File: src/hdl/srw_pkg.sv
// Notes on behaviour
// - Reset output stays asserted while supply is below threshold.
// - After supply rises above threshold, reset is held a nominal 200 ms.
// - Supply dropping below threshold asserts reset and starts a pulse.
// - Brownout during a reset pulse extends it by at least 140 ms more.
// - Active-high reset is always the exact complement of active-low reset.
// - Driven kick input with no toggle for 1.6 s drives timeout low.
// - Watchdog counter cleared and stopped during reset or floating kick.
// - Watchdog counts once reset releases and kick input is driven.
// - A kick pulse as short as 50 ns restarts the watchdog count.
// - Timeout output is low while supply is below threshold.
// - Floating kick disables watchdog; timeout then only shows low supply.
// - Power-fail warning low while sense input is below the reference.
// - Manual reset triggers a pulse of at least 140 ms, absorbing bounce.
// - Manual reset release is followed by a further nominal 200 ms hold.
// - Timeout output stays low after expiry until the counter is cleared.
// - Timeout output releases at once when supply recovers.
// - Every rising or falling kick edge clears the watchdog counter.
package srw_pkg;
  localparam int unsigned CLK_HZ = 200_000_000;
  localparam int unsigned TICK_US = 1000;
  localparam int unsigned TICK_CYCLES = CLK_HZ / 1_000_000 * TICK_US;
  localparam int unsigned RESET_HOLD_MS = 200;
  localparam int unsigned RESET_HOLD_TICKS = RESET_HOLD_MS * 1000 / TICK_US;
  localparam int unsigned WDOG_TIMEOUT_MS = 1600;
  localparam int unsigned WDOG_TICKS = WDOG_TIMEOUT_MS * 1000 / TICK_US;
  localparam int unsigned KICK_PULSE_NS = 50;
  localparam int unsigned SYNC_STAGES = 2;
  // Sync reset bits {pf, kick, manualN, kickFloat, supplyLow}
  localparam logic [4:0] SYNC_RESET_BITS = 5'h07;
  localparam int unsigned CNT_W = 32;
endpackage : srw_pkg

File: src/hdl/srw_sync_if.sv
`timescale 1ns/100ps
interface srw_sync_if;
  logic supplyLow;
  logic manualRstN;
  logic kick;
  logic kickFloat;
  logic pfBelow;
  modport src (output supplyLow, manualRstN, kick, kickFloat, pfBelow);
  modport dst (input supplyLow, manualRstN, kick, kickFloat, pfBelow);
endinterface : srw_sync_if

File: src/hdl/srw_supervisor.sv
`timescale 1ns/100ps
module srw_supervisor
  import srw_pkg::*;
#(
  parameter int unsigned TICK_CYC = TICK_CYCLES,
  parameter int unsigned HOLD_TICKS = RESET_HOLD_TICKS,
  parameter int unsigned WD_TICKS = WDOG_TICKS
)(
  input wire logic clk,
  input wire logic rst,
  input wire logic supply_rail_low_in,
  input wire logic manual_reset_n_in,
  input wire logic watchdog_kick_in,
  input wire logic watchdog_kick_float_in,
  input wire logic power_fail_sense_in,
  output logic reset_n_out,
  output logic reset_out,
  output logic watchdog_timeout_n_out,
  output logic power_fail_warn_n_out
);
  typedef enum logic [1:0] {ST_HELD, ST_PULSE, ST_RUN} srw_state_t;

  srw_sync_if syn();
  srw_state_t state_q;
  logic [CNT_W-1:0] divCnt_q;
  logic tick;
  logic [CNT_W-1:0] holdCnt_q;
  logic [CNT_W-1:0] wdCnt_q;
  logic kickPrev_q;
  logic kickEdge;
  logic expired_q;
  logic rstN_q;
  logic cause;

  srw_input_sync u_sync (
    .clk(clk),
    .rst(rst),
    .supplyLowIn(supply_rail_low_in),
    .manualRstNIn(manual_reset_n_in),
    .kickIn(watchdog_kick_in),
    .kickFloatIn(watchdog_kick_float_in),
    .pfBelowIn(power_fail_sense_in),
    .out(syn)
  );

  // One shared timebase for every interval
  always_ff @(posedge clk) begin
    if (rst || divCnt_q == CNT_W'(TICK_CYC - 1)) begin
      divCnt_q <= '0;
    end else begin
      divCnt_q <= divCnt_q + CNT_W'(1);
    end
  end
  assign tick = (divCnt_q == CNT_W'(TICK_CYC - 1));

  // Either low supply or manual reset holds reset asserted
  assign cause = syn.supplyLow || !syn.manualRstN;

  always_ff @(posedge clk) begin
    if (rst) begin
      state_q <= ST_HELD;
    end else begin
      case (state_q)
        ST_HELD: if (!cause) state_q <= ST_PULSE;
        ST_PULSE: begin
          if (cause) begin
            state_q <= ST_HELD;
          end else if (tick && holdCnt_q >= CNT_W'(HOLD_TICKS)) begin
            state_q <= ST_RUN;
          end
        end
        ST_RUN: if (cause) state_q <= ST_HELD;
        default: state_q <= ST_HELD;
      endcase
    end
  end

  // Hold restarts when the cause ends, so the full 200 ms always follows
  // the last brownout or bounce; sub-tick phase adds at most one tick.
  always_ff @(posedge clk) begin
    if (rst || state_q != ST_PULSE || cause) begin
      holdCnt_q <= '0;
    end else if (tick) begin
      holdCnt_q <= holdCnt_q + CNT_W'(1);
    end
  end

  always_ff @(posedge clk) begin
    if (rst) begin
      rstN_q <= 1'b0;
    end else begin
      rstN_q <= (state_q == ST_RUN) && !cause;
    end
  end
  assign reset_n_out = rstN_q;
  assign reset_out = ~rstN_q;

  // Synchronised kick sampled every cycle; 50 ns spans ten clocks
  always_ff @(posedge clk) begin
    if (rst) begin
      kickPrev_q <= 1'b0;
    end else begin
      kickPrev_q <= syn.kick;
    end
  end
  assign kickEdge = (kickPrev_q != syn.kick) && !syn.kickFloat;

  always_ff @(posedge clk) begin
    if (rst || !rstN_q || syn.kickFloat || kickEdge) begin
      wdCnt_q <= '0;
      expired_q <= 1'b0;
    end else if (tick && !expired_q) begin
      // Counting resumes once reset released with a driven kick
      if (wdCnt_q >= CNT_W'(WD_TICKS - 1)) begin
        expired_q <= 1'b1;
      end else begin
        wdCnt_q <= wdCnt_q + CNT_W'(1);
      end
    end
  end

  // Low supply forces timeout low; no minimum width, freed on recovery
  always_ff @(posedge clk) begin
    if (rst) begin
      watchdog_timeout_n_out <= 1'b0;
    end else begin
      watchdog_timeout_n_out <= !(syn.supplyLow || expired_q);
    end
  end

  always_ff @(posedge clk) begin
    if (rst) begin
      power_fail_warn_n_out <= 1'b0;
    end else begin
      power_fail_warn_n_out <= !syn.pfBelow;
    end
  end
  // Timeout is not tied to reset here; the board loops it back
endmodule : srw_supervisor

File: src/hdl/srw_input_sync.sv
`timescale 1ns/100ps
module srw_input_sync
  import srw_pkg::*;
(
  input wire logic clk,
  input wire logic rst,
  input wire logic supplyLowIn,
  input wire logic manualRstNIn,
  input wire logic kickIn,
  input wire logic kickFloatIn,
  input wire logic pfBelowIn,
  srw_sync_if.src out
);
  logic [4:0] stage1Q;
  logic [4:0] stage2Q;
  // Safe reset values: supply low, no manual reset, kick floating
  always_ff @(posedge clk) begin
    if (rst) begin
      stage1Q <= SYNC_RESET_BITS;
      stage2Q <= SYNC_RESET_BITS;
    end else begin
      stage1Q <= {pfBelowIn, kickIn, manualRstNIn, kickFloatIn, supplyLowIn};
      stage2Q <= stage1Q;
    end
  end
  assign out.supplyLow = stage2Q[0];
  assign out.kickFloat = stage2Q[1];
  assign out.manualRstN = stage2Q[2];
  assign out.kick = stage2Q[3];
  assign out.pfBelow = stage2Q[4];
endmodule : srw_input_sync

File: config.mk
export PLATFORM = sky130hd
export DESIGN_NAME = srw_supervisor
export DESIGN_NICKNAME = d
export VERILOG_FILES = /design/src/hdl/srw_pkg.sv /design/src/hdl/srw_sync_if.sv /design/src/hdl/srw_supervisor.sv /design/src/hdl/srw_input_sync.sv
export SDC_FILE = /design/constraint.sdc
export NUM_CORES = 1
export LEC_CHECK = 0
export ABC_AREA = 1
export BUFFER_PORTS_ARGS = -buffer_cell sky130_fd_sc_hd__buf_2
export CORE_MARGIN = 2
export CORE_UTILIZATION = 45
export CTS_BUF_LIST = sky130_fd_sc_hd__clkbuf_8
export DETAILED_ROUTE_END_ITERATION = 10
export GPL_ROUTABILITY_DRIVEN = 1
export PLACE_DENSITY = 0.64
export SYNTH_ARGS = -nofsm -noshare
export SYNTH_HDL_FRONTEND = slang
export SYNTH_SLANG_ARGS = --single-unit
File: constraint.sdc
create_clock -name clk -period 2.15 [get_ports clk]
set_clock_uncertainty 0.2 [all_clocks]
set_input_delay 0.43 -clock clk [delete_from_list [all_inputs] [get_ports clk]]
set_output_delay 0.43 -clock clk [all_outputs]
set_load 0.1 [all_outputs]
==> results of run 1 <==
==> how the worst min path moves through the flow <==
stage                      start                    end  slack, ns  depth (start not counted)
4_1_cts                      rst             kickPrev_q       0.06                          2
6_report                     rst             kickPrev_q       0.07                          2
5_1_grt                      rst             kickPrev_q       0.08                          2
2_1_floorplan  u_sync.stage2Q[4]  power_fail_warn_n_out       0.16                          1
3_3_place_gp   u_sync.stage2Q[4]  power_fail_warn_n_out       0.18                          1
3_5_place_dp   u_sync.stage2Q[4]  power_fail_warn_n_out       0.17                          1
==> layer usage <==
layer  vias to the layer above  global-route usage  routed length (um)  share of wire
met5                         -                   0                   0              0
met1                      2423               0.268                6720           0.48
met2                        96               0.336                6240           0.45
met4                         0              0.0971                 454          0.033
met3                        36              0.0509                 509          0.037
li1                       2935                   -                   -              -
==> cells by family after synthesis <==
kind of cell / synth area share
XOR/XNOR: 0.0435
buffers and inverters: 0.0836
AND/OR/NAND/NOR: 0.407
adder cells (fa/ha/maj): 0.00857
AO/OA/AOI/OAI: 0.0699
flip-flops: 0.387
==> what timing repair did <==
| action | in CTS | in global routing |
|---|---|---|
| endpoints found under the setup margin | 0 | 11 |
| gates resized for setup | 0 | 7 |
| hold buffers | 5 | 0 |
| endpoints found under the hold margin | 5 | 0 |
==> worst max-delay path, delay by kind of cell, from the launching register on <==
family / cells / cell delay [ns]
fa+ha+maj: 1 / 0.23
flops: 1 / 0.38
buf+inv: 1 / 0.07
compound gates: 1 / 0.05
simple gates: 7 / 0.91
==> cell type report <==
class | count | area share
Clock buffer | 20 | 0.0413
Clock inverter | 11 | 0.0208
Inverter | 107 | 0.0608
Multi-Input combinational cell | 678 | 0.467
Sequential cell | 113 | 0.340
Tap cell | 172 | 0.0323
Timing Repair Buffer | 31 | 0.0374
==> stage by stage <==
step / instance area (sq um) / cells / power (uW) / setup slack (ns) / hold slack [ns]
floorplan: 5850 / 915 / 2200 / 0.0252 / 0.163
global route: 6670 / 1132 / 4450 / 0.00536 / 0.0820
finish: 6670 / 1132 / 4290 / 0.180 / 0.0690
global placement: 6170 / 1096 / 2230 / 0.124 / 0.177
detailed placement: 6170 / 1096 / 2230 / 0.0762 / 0.170
CTS: 6630 / 1132 / 4340 / 0.0657 / 0.0566
==> power groups by stage <==
stage / combinational (uW) / sequential, uW / clock, uW
floorplan: 30.4 / 2170 / 0
global placement: 66.7 / 2160 / 0
detailed placement: 66.5 / 2160 / 0
CTS: 73.5 / 2110 / 2160
global route: 81.9 / 2120 / 2250
finish: 73.0 / 2120 / 2100
==> synthesized netlist by cell type, types with 2 or more instances <==
library cell / number
buf_1: 2
nor2_1: 174
ha_1: 4
nor3b_1: 3
inv_1: 106
buf_4: 2
nor2_8: 2
nand3b_1: 4
xnor2_1: 11
nand2_1: 266
clkbuf_1: 6
or2_2: 9
nand3_2: 2
a21oi_1: 61
xor2_1: 18
nand3_1: 59
buf_2: 6
nor3_1: 25
dfxtp_1: 113
o21ai_0: 19
nand2_2: 2
nand4_1: 11
nor4_1: 3
==> state kept, by name (all words and copies together) (netlist names) <==
signal                  cells
reset_n_out                 1
watchdog_timeout_n_out      1
expired_q                   1
state_q                     2
u_sync.stage1Q              5
wdCnt_q                    32
holdCnt_q                  32
power_fail_warn_n_out       1
kickPrev_q                  1
divCnt_q                   32
u_sync.stage2Q              5
==> results.cfg, run 1 <==
[outcome]
outcome = completed

[clock_network]
postCtsSetupBuffers = 0
worstSkewPairLatency_ns = 0.44
cts.clk_slew.worst_paths_ns = 0.07
cts_tree = done
htree_levels = 4
cts_made_buffers = 17
cts_sinks = 113
cts_max_path_buffers = 2
root_buffer = clkbuf_8

[die]
die_x_um = 118
io_pins = 11
row_count = 41
start_util = 0.463
die-height_um = 118
core_area_sq_mm = 0.0126
dieArea_sq_mm = 0.0139

[critical_path]
reg2reg_from = holdCnt_q[1]
ff2ff_path_depth = 10
cp_common_cell = nand2_1
crit_path_start_kind = register
end_kind = register
critPathRequiredTime_ns = 2.27
slowest_delay_ns = 0.38
r2r_end = holdCnt_q[30]
slowest_stage = dfxtp_1
cp-endpoint = holdCnt_q[30]
rrSetupSlack_ns = 0.18
worstPathArrival_ns = 2.09
crit_chain = ha_1 -> nand3_1 -> nor2_1 -> inv_1 -> nor2_1 -> nand2_1 -> nand2_1 -> nand2_1 -> nand2_1 -> a21oi_1
startpoint = holdCnt_q[1]
crit_type = register to register
crit_fanout = 5

[logic_synthesis]
syn_inst = 915
synthesis.area_sq_mm = 0.00584
avgSynthCellArea_sq_um = 6.38
async_flop_share = 0
ys_top_cells_by_area = dfxtp_1 (39%), nand2_1 (17%), nor2_1 (11%)
yosysSeqAreaShare = 0.387
synth-seq-cells = 113
synth_largest_area_cell = dfxtp_1
synth_fp_nets = 926
synthDistinctLibCells = 30
synth-edff-count = 0
synth_top_flop_cell = dfxtp_1
ys_warn_count = 0
synth_top_area_share = 0.387

[finish]
register_area_sq_mm = 0.00227
final_common_cell = nand2_1
n_fill_cell = 1306
area_delta_synth_final_pct = 14.2
drive_above_1_share = 0.0823
nets = 959
layout_common_cells = nand2_1 (266), nor2_1 (172), dfxtp_1 (112)
diodes = 0
final_core_util = 0.528
multi_input_area_sq_mm = 0.00312

[route]
wl_per_cell_um = 12.3
drt-total-wl_um = 13900
dr.first_iter.drc_count = 328
dr.pass1.iters = 5
ant_nets = 0
vias = 5490
via_per_inst = 4.85
drc = 0

[global_route]
overflow = 0
grt_use_total = 0.211
grt_first_pass_wirelength_um = 23800
grt_max_degree = 34
antenna_found_initial = 0
grt_pass1_vias = 5114

[timing]
hold_violations = 0
worstMarginPinSlew_ns = 0.560
min_period_over_period = 0.916
final.min_clock_period_ns = 1.97
setup_viol = 0
slew_viol_final = 0
fmaxAchievable_ghz = 0.508
slew_headroom = 0.623
finalSetupTns_ns = 0
rsz0062_at_grt = no

[power_and_ir_drop]
pwr-share-seq = 0.493
pwr_density_cell_mw_per_mm2 = 644
leakage_uw = 0.00247
vdd_drop_max_mv = 0.488
power_frac_clock = 0.490
combPwrFrac = 0.017
p_int_uw = 3360
switching_share = 0.217
switching_power_uw = 931

[placement]
port_buffers = 10
gp_congestion = 0.919
dp.final_hpwl_um = 10200

[min_path]
hold_class = input pin to register

[job]
drv_cap = 0
No activity file was read; power rests on OpenSTA's default activity.
==> run 2: changes to the inputs <==
- MAX_ROUTING_LAYER: not set -> met4
==> run 2 against run 1 <==
Net effect: hold slack better by 0.031 ns; critical endpoint is now divCnt_q[14]; register-to-register slack worse by 0.02 ns; first-iteration DRC count up 0.61%; non-clock buffer count unchanged; die area unchanged.
==> results.cfg, run 2 (synthesized netlist as in run 1, its figures left out) <==
[die]
dieArea_sq_mm = 0.0139
io_pins = 11
die-height_um = 118
core_area_sq_mm = 0.0126
die_x_um = 118
start_util = 0.463
row_count = 41

[placement]
place_ws_ns = 0.0686
place_area_sq_mm = 0.00617
dp.final_hpwl_um = 10200
gp_congestion = 0.950
port_buffers = 10

[clock_network]
worstSkewPairLatency_ns = 0.44
cts_tree = done
cts_sinks = 113
cts_max_path_buffers = 2
htree_levels = 4
cts_made_buffers = 17
root_buffer = clkbuf_8
cts.clk_slew.worst_paths_ns = 0.08

[critical_path]
worstPathArrival_ns = 2.08
end_kind = register
crit_path_start_kind = register
crit_chain = ha_1 -> nand2_2 -> nor2_8 -> nand3_2 -> nor2_4 -> nand2_2 -> nand2_1 -> buf_12 -> a211oi_1
path_buf_inv = 1
slowest_delay_ns = 0.35
cp_common_cell = nand2_2
crit_type = register to register
critical_path.top_delay_family = simple AND/OR/NAND/NOR gates
crit_fanout = 32
slowest_stage = dfxtp_1
critPathRequiredTime_ns = 2.24

[route]
ant_nets = 0
dr.pass1.iters = 7
wl_per_cell_um = 12.2
drt-total-wl_um = 13800
vias = 5498
drc = 0
dr.first_iter.drc_count = 330
via_per_inst = 4.85

[finish]
drive_above_1_share = 0.0874
final_common_cell = nand2_1
nets = 959
layout_common_cells = nand2_1 (266), nor2_1 (170), dfxtp_1 (112)
final_cell_area_sq_mm = 0.00661
diodes = 0
area_delta_synth_final_pct = 13.3
reg_top3 = divCnt_q: 32 flops, holdCnt_q: 32 flops, wdCnt_q: 32 flops

[power_and_ir_drop]
leakage_uw = 0.00241
pwr_density_cell_mw_per_mm2 = 612
vdd_drop_max_mv = 0.495

[global_route]
grt_use_total = 0.216
overflow = 0
grt_max_degree = 34
grt_pass1_vias = 5013
grt_first_pass_wirelength_um = 23800
antenna_found_initial = 0

[outcome]
outcome = completed

[timing]
finalSetupTns_ns = 0
final.min_clock_period_ns = 1.99
fmaxAchievable_ghz = 0.502
hold_violations = 0
slew_headroom = 0.598
min_period_over_period = 0.926
slew_viol_final = 0
worstMarginPinSlew_ns = 0.597
setup_ws_ns = 0.159
rsz0062_at_grt = no
setup_viol = 0

[min_path]
hold_class = input pin to register

[job]
drv_cap = 0
-- run 2: changes by cell type in the layout (fill, tap and decap cells not counted), moves of 2 or more --
cell | before | now
inv_6 | 0 | 4
clkbuf_8 | 20 | 17
clkinvlp_4 | 1 | 4
bufinv_16 | 3 | 1
nor2_1 | 172 | 170
nor2_2 | 2 | 4
-- run 2: layout make-up --
cell class                      count  area, sq um
Tap cell                          172          215
Fill cell                        1309         6010
Clock inverter                     15          136
Sequential cell                   113         2270
Timing Repair Buffer               31          245
Multi-Input combinational cell    678         3110
Inverter                          107          405
Clock buffer                       17          234
-- run 2: path summary, 6_finish.rpt --
path / start / to / slack [ns] / depth (start not counted)
setup / recovery: divCnt_q[1] / divCnt_q[14] / 0.16 / 9
hold / removal: rst / watchdog_timeout_n_out / 0.10 / 2
setup reg to reg: divCnt_q[1] / divCnt_q[14] / 0.16 / 9
hold reg to reg: u_sync.stage2Q[4] / power_fail_warn_n_out / 0.18 / 1
-- run 2: metrics by stage --
step / util / instances / total power [uW] / hold WS [ns]
after floorplan: - / 915 / 2200 / 0.163
after global placement: 0.489 / 1096 / 2230 / 0.172
after detailed placement: 0.489 / 1096 / 2230 / 0.175
after CTS: 0.522 / 1133 / 4100 / 0.0835
after global routing: 0.524 / 1133 / 4200 / 0.0908
final: 0.524 / 1133 / 4050 / 0.100
-- run 2: timing repair --
| action | 4_1_cts | 5_1_grt |
|---|---|---|
| endpoints found under the hold margin | 5 | 0 |
| hold buffers | 5 | 0 |
| buffers inserted | 0 | 0 |
| gates resized for setup | 0 | 7 |
| endpoints found under the setup margin | 0 | 17 |
-- run 2: report_power, final --
part / total, uW / switching, uW / internal (uW) / leakage, uW
combinational: 72.4 / 43.7 / 28.7 / 0.00131
sequential: 2110 / 7.51 / 2110 / 0.000914
clock: 1860 / 940 / 921 / 0.000185
total: 4050 / 991 / 3060 / 0.00241
-- run 2: metal layers --
layer | share of wire | vias to the layer above | GRT usage | wire, um
met1 | 0.49 | 2453 | 0.269 | 6730
met5 | 0 | - | - | 0
li1 | - | 2933 | - | -
met3 | 0.038 | 23 | 0.0538 | 521
met4 | 0.020 | 0 | 0.0768 | 282
met2 | 0.46 | 89 | 0.340 | 6290
